==> config.mk <==
export PLATFORM = sky130hd
export DESIGN_NAME = indexed_move_and_working_reg_call_exec
export DESIGN_NICKNAME = d
export VERILOG_FILES = /design/src/design/exec_pkg.sv /design/src/design/quarter_phase_gen.sv /design/src/design/indirect_addr_check.sv /design/src/design/indexed_move_and_working_reg_call_exec.sv
export VERILOG_INCLUDE_DIRS = /design/src /design/src/design
export SDC_FILE = /design/constraint.sdc
export NUM_CORES = 1
export LEC_CHECK = 0
export ABC_AREA = 1
export BUFFER_PORTS_ARGS = -buffer_cell sky130_fd_sc_hd__buf_4
export CAP_MARGIN = 25
export CORE_MARGIN = 5
export CORE_UTILIZATION = 55
export DETAILED_ROUTE_END_ITERATION = 7
export PLACE_DENSITY = 0.89
export SLEW_MARGIN = 10
export SYNTH_ARGS = -nofsm -noshare
export SYNTH_HDL_FRONTEND = slang
export SYNTH_SLANG_ARGS = --single-unit
==> constraint.sdc <==
create_clock -name mclk -period 3 [get_ports mclk]
set_clock_uncertainty 0.15 [all_clocks]
set_input_delay 0.15 -clock mclk [delete_from_list [all_inputs] [get_ports mclk]]
set_output_delay 0.15 -clock mclk [all_outputs]
set_load 0.02 [all_outputs]
==> src/design/exec_regs.svh <==
`ifndef EXEC_REGS_SVH
`define EXEC_REGS_SVH
// ==================================================
// Opcodes and word layout
`define OPC_CALL_WORKING_REG  16'h0014
`define OPC_MOVE_HI    8'hEB
`define MOVE_SEL_BIT   7
`define WORD2_TAG      4'hF
`define PC_STEP        21'h000002
// ==================================================
// Register map (byte addresses on the 8-bit port)
`define REG_CTRL       8'h00
`define REG_STATUS     8'h04
`define REG_COUNT      8'h08
`define CTRL_EN_BIT    0
`define CTRL_RESET     8'h01
// ==================================================
// Indirect addressing windows, each IND_SPAN bytes long
`define IND_BANK0      12'hFEB
`define IND_BANK1      12'hFE3
`define IND_BANK2      12'hFDB
`define IND_SPAN       12'h005
// ==================================================
// Instruction cycle phases, one mclk each
`define PHASE_Q1       2'h0
`define PHASE_Q2       2'h1
`define PHASE_Q3       2'h2
`define PHASE_Q4       2'h3
`endif

==> src/design/exec_pkg.sv <==
package exec_pkg;
   typedef enum logic [2:0] {
      ST_IDLE,
      ST_CALL1,
      ST_CALL2,
      ST_MOV1,
      ST_MOV2
   } exec_state_t;

   typedef struct packed {
      logic [20:0] pc;
      logic [7:0]  working_reg;
      logic [7:0]  latch_high;
      logic [4:0]  latch_upper;
      logic [11:0] ptr;
   } core_ctx_t;

   typedef struct packed {
      logic [11:0] addr;
      logic [7:0]  wdata;
      logic        rd;
      logic        wr;
   } dm_req_t;

   typedef struct packed {
      logic        load;
      logic [20:0] value;
   } pc_req_t;

   typedef struct packed {
      logic        push;
      logic [20:0] value;
   } stack_req_t;
endpackage

==> src/design/quarter_phase_gen.sv <==
`timescale 1ns/1ps
`include "exec_regs.svh"
module quarter_phase_gen (
   // Clock and reset
   input  wire logic       mclk,
   input  wire logic       rstn,
   // Phase
   output logic [1:0]      phase,
   output logic            q1,
   output logic            q4
);
   logic [1:0] phase_reg;

   always_ff @(posedge mclk) begin
      if (!rstn) begin
         phase_reg <= `PHASE_Q1;
      end else begin
         phase_reg <= phase_reg + 2'h1;
      end
   end

   assign phase = phase_reg;
   assign q1    = (phase_reg == `PHASE_Q1);
   assign q4    = (phase_reg == `PHASE_Q4);
endmodule

==> src/design/indirect_addr_check.sv <==
`timescale 1ns/1ps
`include "exec_regs.svh"
module indirect_addr_check (
   // Address under test
   input  wire logic [11:0] addr,
   // Result
   output logic             hit
);
   localparam logic [11:0] BANK_BASE [3] = '{`IND_BANK0, `IND_BANK1, `IND_BANK2};
   logic [2:0] bank_hit;

   // ==================================================
   // One window compare per indirect bank
   for (genvar b = 0; b < 3; b++) begin : g_bank
      assign bank_hit[b] = (addr >= BANK_BASE[b]) && (addr < 12'(BANK_BASE[b] + `IND_SPAN));
   end

   assign hit = |bank_hit;
endmodule

==> src/design/indexed_move_and_working_reg_call_exec.sv <==
`timescale 1ns/1ps
`include "exec_regs.svh"
module indexed_move_and_working_reg_call_exec
   import exec_pkg::*;
(
   // Clock and reset
   input  wire logic                  mclk,
   input  wire logic                  rstn,
   // Register port
   input  wire logic [7:0]            reg_addr,
   input  wire logic [7:0]            reg_wdata,
   input  wire logic                  reg_wr,
   input  wire logic                  reg_rd,
   output logic [7:0]                 reg_rdata,
   // Fetch path
   input  wire logic [15:0]           instr_word,
   input  wire logic                  instr_valid,
   output logic [1:0]                 cycle_phase,
   output logic                       exec_busy,
   // Core state
   input  exec_pkg::core_ctx_t        ctx,
   // Data memory
   input  wire logic [7:0]            dm_rdata,
   output exec_pkg::dm_req_t          dm,
   // Program counter and return stack
   output exec_pkg::pc_req_t          pc_req,
   output exec_pkg::stack_req_t       stack_req
);
   import exec_pkg::*;

   exec_state_t state_reg;
   exec_state_t state_next;
   logic [1:0]  phase;
   logic        q1;
   logic        q4;
   logic [7:0]  ctrl_reg;
   logic [7:0]  count_reg;
   logic [1:0]  last_op_reg;
   logic [7:0]  rdata_reg;
   logic [6:0]  src_off_reg;
   logic        move_ss_reg;
   logic [15:0] word2_reg;
   logic        src_ind_reg;
   logic [11:0] dm_addr_reg;
   logic [7:0]  dm_wdata_reg;
   logic [20:0] pc_val_reg;
   logic [20:0] stack_val_reg;

   // ==================================================
   // Phase and address check
   quarter_phase_gen u_phase (
      .mclk  (mclk),
      .rstn  (rstn),
      .phase (phase),
      .q1    (q1),
      .q4    (q4)
   );

   logic addr_indirect;
   indirect_addr_check u_ind (
      .addr (dm_addr_reg),
      .hit  (addr_indirect)
   );

   // ==================================================
   // Decode
   wire         ctrl_en   = ctrl_reg[`CTRL_EN_BIT];
   wire         is_call   = (instr_word == `OPC_CALL_WORKING_REG);
   wire         is_move   = (instr_word[15:8] == `OPC_MOVE_HI);
   wire         start     = q1 && (state_reg == ST_IDLE) && instr_valid && ctrl_en;
   wire         in_call1  = (state_reg == ST_CALL1);
   wire         in_mov1   = (state_reg == ST_MOV1);
   wire         in_mov2   = (state_reg == ST_MOV2);
   wire         word2_ok  = (word2_reg[15:12] == `WORD2_TAG);
   // Twelve-bit sums wrap, so any pointer and offset land inside the space
   wire [11:0]  src_addr  = 12'(ctx.ptr + {5'h00, src_off_reg});
   wire [11:0]  rel_dest  = 12'(ctx.ptr + {5'h00, word2_reg[6:0]});
   wire [11:0]  dst_addr  = move_ss_reg ? rel_dest : word2_reg[11:0];
   wire         dst_block = move_ss_reg && addr_indirect;
   wire         fin       = q4 && ((state_reg == ST_CALL2) || in_mov2);

   // ==================================================
   // Sequencer
   always_comb begin
      state_next = state_reg;
      unique case (state_reg)
         ST_IDLE: begin
            if (start && is_call) begin
               state_next = ST_CALL1;
            end else if (start && is_move) begin
               state_next = ST_MOV1;
            end
         end
         ST_CALL1: begin
            if (q4) begin
               state_next = ST_CALL2;
            end
         end
         ST_CALL2: begin
            if (q4) begin
               state_next = ST_IDLE;
            end
         end
         ST_MOV1: begin
            if (q4) begin
               state_next = ST_MOV2;
            end
         end
         ST_MOV2: begin
            if (q4) begin
               state_next = ST_IDLE;
            end
         end
         default: begin
            state_next = ST_IDLE;
         end
      endcase
   end

   always_ff @(posedge mclk) begin
      if (!rstn) begin
         state_reg <= ST_IDLE;
      end else begin
         state_reg <= state_next;
      end
   end

   // ==================================================
   // Instruction operands
   always_ff @(posedge mclk) begin
      if (!rstn) begin
         src_off_reg   <= 7'h00;
         move_ss_reg   <= 1'b0;
         word2_reg     <= 16'h0000;
         stack_val_reg <= 21'h000000;
      end else if (start) begin
         src_off_reg   <= instr_word[6:0];
         move_ss_reg   <= instr_word[`MOVE_SEL_BIT];
         stack_val_reg <= 21'(ctx.pc + `PC_STEP);
      end else if (in_mov2 && q1) begin
         word2_reg     <= instr_word;
      end
   end

   // ==================================================
   // Counter target, read at the second phase as the working register read
   always_ff @(posedge mclk) begin
      if (!rstn) begin
         pc_val_reg <= 21'h000000;
      end else if (in_call1 && (phase == `PHASE_Q2)) begin
         pc_val_reg <= {ctx.latch_upper, ctx.latch_high, ctx.working_reg};
      end
   end

   // ==================================================
   // Data memory address and data
   always_ff @(posedge mclk) begin
      if (!rstn) begin
         dm_addr_reg <= 12'h000;
      end else if (in_mov1 && (phase == `PHASE_Q2)) begin
         dm_addr_reg <= src_addr;
      end else if (in_mov2 && (phase == `PHASE_Q2)) begin
         dm_addr_reg <= dst_addr;
      end
   end

   // Read data arrive one mclk after the strobe, which is the first phase of cycle two
   always_ff @(posedge mclk) begin
      if (!rstn) begin
         src_ind_reg  <= 1'b0;
         dm_wdata_reg <= 8'h00;
      end else if (in_mov1 && q4) begin
         src_ind_reg  <= addr_indirect;
      end else if (in_mov2 && q1) begin
         dm_wdata_reg <= src_ind_reg ? 8'h00 : dm_rdata;
      end
   end

   // ==================================================
   // Strobes; no flag, working or bank register port exists on this block
   assign dm.addr         = dm_addr_reg;
   assign dm.wdata        = dm_wdata_reg;
   assign dm.rd           = in_mov1 && q4;
   // A malformed second word is dropped rather than written
   assign dm.wr           = in_mov2 && q4 && word2_ok && !dst_block;
   assign pc_req.load     = in_call1 && q4;
   assign pc_req.value    = pc_val_reg;
   assign stack_req.push  = in_call1 && (phase == `PHASE_Q3);
   assign stack_req.value = stack_val_reg;
   assign cycle_phase     = phase;
   assign exec_busy       = (state_reg != ST_IDLE);

   // ==================================================
   // Registers
   wire       sel_ctrl   = (reg_addr == `REG_CTRL);
   wire       sel_status = (reg_addr == `REG_STATUS);
   wire       sel_count  = (reg_addr == `REG_COUNT);
   wire [7:0] status_val = {5'h00, last_op_reg, exec_busy};
   wire [7:0] read_mux   = sel_ctrl   ? ctrl_reg   :
                           sel_status ? status_val :
                           sel_count  ? count_reg  : 8'h00;

   always_ff @(posedge mclk) begin
      if (!rstn) begin
         ctrl_reg <= `CTRL_RESET;
      end else if (reg_wr && sel_ctrl) begin
         ctrl_reg <= {7'h00, reg_wdata[`CTRL_EN_BIT]};
      end
   end

   // Count wraps; software takes differences
   always_ff @(posedge mclk) begin
      if (!rstn) begin
         count_reg   <= 8'h00;
         last_op_reg <= 2'h0;
      end else if (fin) begin
         count_reg   <= count_reg + 8'h01;
         last_op_reg <= in_mov2 ? {1'b1, move_ss_reg} : 2'h1;
      end
   end

   always_ff @(posedge mclk) begin
      if (!rstn) begin
         rdata_reg <= 8'h00;
      end else if (reg_rd) begin
         rdata_reg <= read_mux;
      end else begin
         rdata_reg <= 8'h00;
      end
   end
   assign reg_rdata = rdata_reg;
endmodule

**Yosys cells after proc, flatten, opt, wreduce, memory -nomap -nowiden**

Index checks and enable logic that the tools add are counted.

- ROM bits: 0
- Memories kept: 0
- Output and inout port bits: 77
- Flip-flop bits (word level): 111
- Bits in writable memories: 0
- Bits in latches: 0
- Logic and storage cells: 97

- Eq/ne operators: 16
- Order comparisons: 6
- Bitwise logic cells: 4
- $add $sub $neg: 5
- Multipliers: 0
- Muxes and demuxes: 14
- Div/mod/pow operators: 0
- Shift-type cells: 0
- Reduce and logical (&&, ||, !) cells: 36

Operator list:

| kind | count |
|---|---|
| $ge 12x12->1 const B | 3 |
| $lt 12x12->1 const B | 3 |
| $mux 12 | 3 |
| $add 12x7->12 | 2 |
| $add 21x2->21 const B | 1 |
| $logic_and 1x1->1 | 21 |
| $mux 3 | 7 |
| $eq 16x5->1 const B | 1 |
| $pmux 3 s4 | 1 |
| $add 8x1->8 const B | 1 |
| $eq 8x3->1 const B | 1 |
| $eq 8x4->1 const B | 1 |
| $eq 8x8->1 const B | 1 |
| $logic_not 8->1 | 1 |
| $mux 8 | 1 |
| $eq 3x2->1 const B | 2 |
| $reduce_and 2->1 | 3 |
| $eq 2x2->1 const B | 2 |
| $eq 4x4->1 const B | 1 |
| $ne 2x2->1 const B | 2 |
| $not 1->1 | 4 |
| $reduce_and 4->1 | 1 |
| $reduce_or 2->1 | 2 |
| $reduce_or 4->1 | 1 |
| 15 further kinds | 15 |

**Logic depth before layout (Yosys ltp)**

- Depth after elaboration: 8
- Depth in mapped cells: 14
- Depth with buffers taken out: 14

**Hierarchy**

A second synthesis with hierarchy kept.

- Cell total of the unflattened synthesis: 876
- Area, all modules: 5895.7 um2

By module, submodules not included:

| module | instances | sequential area each (um2) | area an instance (um2) | cells an instance |
|---|---|---|---|---|
| indexed_move_and_working_reg_call_exec | 1 | 2182.1 | 5745.5 | 851 |
| quarter_phase_gen | 1 | 40.0 | 90.1 | 10 |
| indirect_addr_check | 1 | 0.0 | 60.1 | 15 |

**Worst setup path after synthesis**

OpenSTA, ideal clock, no wires.

- Kind: reg2out
- From: reg u_phase.phase_reg[0], in the netlist u_phase.phase[0]
- To: out dm[0] (netlist name)
- Arrival: 1.562 ns
- Stages on the path, launching flop included: 6
- Required time: 2.700 ns
- Path slack: 1.138 ns
- Cell sequence: dfxtp_1 -> ha_1 -> inv_1 -> nor2_1 -> inv_1 -> nor3_1

RTL lines:

| item | line | source |
|---|---|---|
| start: declaration | quarter_phase_gen.sv:12 | `logic [1:0] phase_reg;` |
| start signal: assignment | quarter_phase_gen.sv:16 | `` phase_reg <= `PHASE_Q1; `` |
| start signal: assignment | quarter_phase_gen.sv:18 | `phase_reg <= phase_reg + 2'h1;` |
| end: declaration | indexed_move_and_working_reg_call_exec.sv:24 | `output exec_pkg::dm_req_t dm,` |

**Worst setup path after layout**

- From: reg u_phase.phase_reg[0], in the netlist u_phase.phase[0]
- To: reg dm_addr_reg[2]

- Longest elaborated chain between the ends: 3
- Elaborated cells between the ends (all ways): 5
- Those cells by class: eq/ne (1); mux (1); reduce/logical (3)

RTL lines:

| item | line | source |
|---|---|---|
| $eq 2x1->1 (no line) * | - |  |
| $logic_and 1x1->1 (on tied branches) | indexed_move_and_working_reg_call_exec.sv:160, indexed_move_and_working_reg_call_exec.sv:162 |  |
| $mux 12 / $reduce_bool 2->1 (equally long branches) | - |  |
| end signal: assignment | indexed_move_and_working_reg_call_exec.sv:161 | `dm_addr_reg <= src_addr;` |
| end signal: assignment | indexed_move_and_working_reg_call_exec.sv:163 | `dm_addr_reg <= dst_addr;` |
| end: declaration | indexed_move_and_working_reg_call_exec.sv:44 | `logic [11:0] dm_addr_reg;` |

Every way passes the cells marked *; elsewhere a longest branch is shown, timed or not.
A chain may end at the register's enable or synchronous reset.

==> results.sh <==
export IMPL_status="complete, no violations"
export IMPL_met3_length_um=1560
export IMPL_crit_type="reg2reg"
export IMPL_timing_rr_start="u_phase.phase[0]"
export IMPL_hold_start="reg_rd"
export IMPL_final_util_pct=77.8
export IMPL_worst_pin_slew_ns=0.926
export IMPL_placedCellCount=1137
export IMPL_synth_area_mm2=0.00592
export IMPL_required_ns=3.11
export IMPL_ys_types=39
export IMPL_critPathLaunchType="register"
export IMPL_dp_slack_ns=0.800
export IMPL_clkSlewWorstSetupHoldPaths_ns=0.11
export IMPL_peakVddDrop_v=0.000393
export IMPL_rows=37
export IMPL_whs_path_depth=5
export IMPL_grt_pass1_wl_um=31400
export IMPL_avgSynthCellArea_um2=6.87
export IMPL_yosysSeqAreaShare_pct=37.5
export IMPL_synthArstFlopShare_pct=0
export IMPL_place_hpwl_um=12700
export IMPL_drt_iter0_markers=500
export IMPL_start_util_pct=56.9
export IMPL_clock_latency_ns=0.38
export IMPL_fmax_mhz=432
export IMPL_comb_power_share_pct=28.9
export IMPL_min_delay_path_class="in2reg"
export IMPL_grt_pass1_vias=6646
export IMPL_synth_seq_cells=111
export IMPL_netSwitchingFraction_pct=33.8
export IMPL_area_delta_synth_final_pct=36.7
export IMPL_pwr_share_seq_pct=46.2
export IMPL_drc=0
export IMPL_cp_arrival_ns=2.43
export IMPL_htreeDepth=3
export IMPL_netlist_instances=862
export IMPL_p_switching_mw=1.23
export IMPL_syn_nets=983
export IMPL_grt_antenna_before_repair=2
export IMPL_finalCritPeriodShare_pct=77.2
export IMPL_rsz0062_at_grt="no"
export IMPL_placed_cell_area_mm2=0.00723
export IMPL_layout_commonest_cell="nand2_1"
export IMPL_p_int_mw=2.41
export IMPL_cts_root_buf="clkbuf_8"
export IMPL_ys_flop_type="dfxtp_1"
export IMPL_cp_slowest_stage_delay_ns=0.68
export IMPL_relSlewSlack_pct=38.2
export IMPL_reg2reg_depth=6
export IMPL_max_cap_viol_count=0
export IMPL_firstDrtPassIters=7
export IMPL_die_h_um=114
export IMPL_period_needed_ns=2.31
export IMPL_rr_endpoint="dm_addr_reg[2]"
export IMPL_wl_per_cell_um=15.9
export IMPL_met1_length_um=7550
export IMPL_setup_violations=0
export IMPL_drive_gt1_share_pct=19.4
export IMPL_wl_um=19500
export IMPL_die_w_um=114
export IMPL_hold_violations=0
export IMPL_clk_path_buf_depth=2
export IMPL_dr_total_vias=6684
export IMPL_synth_edf_count=0
export IMPL_setup_ws_ns=0.685
export IMPL_stdcell_count=1221
export IMPL_power_leakage_nw=3.80
export IMPL_viasPerCell=5.47
export IMPL_fin_area_mm2=0.00810
export IMPL_overflow=0
export IMPL_numCtsBuffers=9
export IMPL_path_cells="ha_1 -> nand3_2 -> nand2_1 -> nand3_1 -> o211ai_1 -> inv_1"
export IMPL_wl_met2_um=9310
export IMPL_port_buffers=168
export IMPL_grt_max_degree=54
export IMPL_maxSlewViolCount=0
export IMPL_mostFrequentLayoutCells="182 x nand2_1, 172 x buf_4, 111 x dfxtp_1, 108 x inv_1, 94 x nand3_1"
export IMPL_finalSetupTns_ns=0
export IMPL_rrSetupSlack_ns=0.69
export IMPL_cts_tree="yes"
export IMPL_dieArea_mm2=0.0129
export IMPL_crit_slowest_cell="nand2_1"
export IMPL_ios=176
export IMPL_gp_congestion=0.941
export IMPL_whs_endpoint="reg_rdata[0]"
export IMPL_clock_sinks=111
export IMPL_pwr_share_clk_pct=24.9
export IMPL_maxUsedRoutingLayer="met4"
export IMPL_cts_resized=0
export IMPL_cp_end_kind="register"
export IMPL_worstPathMaxFanout=24
export IMPL_core_area_mm2=0.0104
export IMPL_fin_nets=1199
export IMPL_power_density_mw_per_mm2=449
export IMPL_ant_nets=0
export IMPL_grt_total_usage_pct=29.5
export IMPL_yosysWarnings=0
-- layout make-up --
type	count	area, µm²
clock buffer	12	165
inverter	112	420
clock inverter	4	36.3
timing repair buffer	238	1950
multi-input combinational	606	3130
sequential	111	2220
tap	136	170
antenna	2	5.00
fill	738	2320
-- worst max-delay path by stage --
| stage | slack, ns | cells past startpoint | startpoint | end |
|---|---|---|---|---|
| 6_report | 0.69 | 6 | u_phase.phase[0] | dm_addr_reg[2] |
| 5_1_grt | 0.50 | 6 | u_phase.phase[0] | dm_addr_reg[2] |
| 4_1_cts | 0.73 | 4 | move_ss_reg | dm[0] |
| 3_5_place_dp | 0.80 | 6 | u_phase.phase[0] | dm_addr_reg[2] |
| 3_3_place_gp | 0.88 | 6 | u_phase.phase[0] | dm_addr_reg[2] |
| 2_1_floorplan | 1.14 | 5 | u_phase.phase[0] | dm[0] |
-- what timing repair did --
action                                  4_1_cts  5_1_grt
endpoints found under the setup margin        0        0
hold endpoints to repair                     72        0
setup buffers                                 0        0
hold buffers                                 66        0
-- metal layers --
layer	track usage, %	up-vias
met5	0	-
met4	16.4	0
met3	6.05	90
met2	49.5	352
met1	35.2	3001
li1	-	3241
-- cells in the mapped netlist, types with 2 or more instances --
cell type	n	share of area [%]
ha_1	20	4.2
nor2_1	78	4.9
clkbuf_1	14	0.89
inv_2	2	0.13
dfxtp_1	111	38
buf_4	3	0.38
nor3_1	9	0.76
buf_2	14	1.2
a21oi_1	75	6.3
o21ai_1	2	0.17
nand2_1	182	12
o21ai_0	57	4.8
fa_1	2	0.68
or2_2	5	0.53
o21bai_1	5	0.63
xor2_1	11	1.6
xnor2_1	8	1.2
or2_0	4	0.42
nand3b_1	4	0.51
nand4_1	14	1.5
nand3_2	2	0.34
inv_1	108	6.8
o211ai_1	11	1.4
a31oi_1	6	0.63
nand3_1	94	7.9
clkinv_1	2	0.13
nor3_2	4	0.68
nand2_2	4	0.42
-- power groups by stage --
stage	combinational, mW	sequential, mW	clock (mW)
floorplan	0.486	1.78	0
global placement	0.926	1.70	0
detailed placement	0.945	1.70	0
CTS	1.02	1.67	0.912
global route	1.15	1.69	0.979
finish	1.05	1.68	0.906
-- through the flow --
| stage | hold slack (ns) | power [mW] |
|---|---|---|
| after floorplan | 0.0900 | 2.27 |
| after global placement | 0.231 | 2.63 |
| after detailed placement | 0.240 | 2.65 |
| after CTS | 0.00318 | 3.60 |
| after global routing | 0.0411 | 3.82 |
| final | 0.00772 | 3.63 |
-- logic make-up (layout without fill, tap and decap cells) --
family                     after synthesis  after routing  synth area share (%)
and+or+nand+nor                        404            404                  30.3
AOI/OAI and AO/OA                      161            161                  14.8
DFF                                    111            111                  37.5
xor gates and xnor gates                19             19                  2.81
adders and majority gates               22             22                  4.90
other                                    0              2                     0
buffers and inverters                  145            366                  9.69
-- worst max-delay path, delay by kind of cell (launching register included) --
| kind | cells | cell delay [ns] |
|---|---|---|
| simple gates | 3 | 1.17 |
| flops | 1 | 0.44 |
| fa+ha+maj | 1 | 0.23 |
| compound gates | 1 | 0.13 |
| buf+inv | 1 | 0.07 |
No activity file was read; power rests on OpenSTA's default activity.
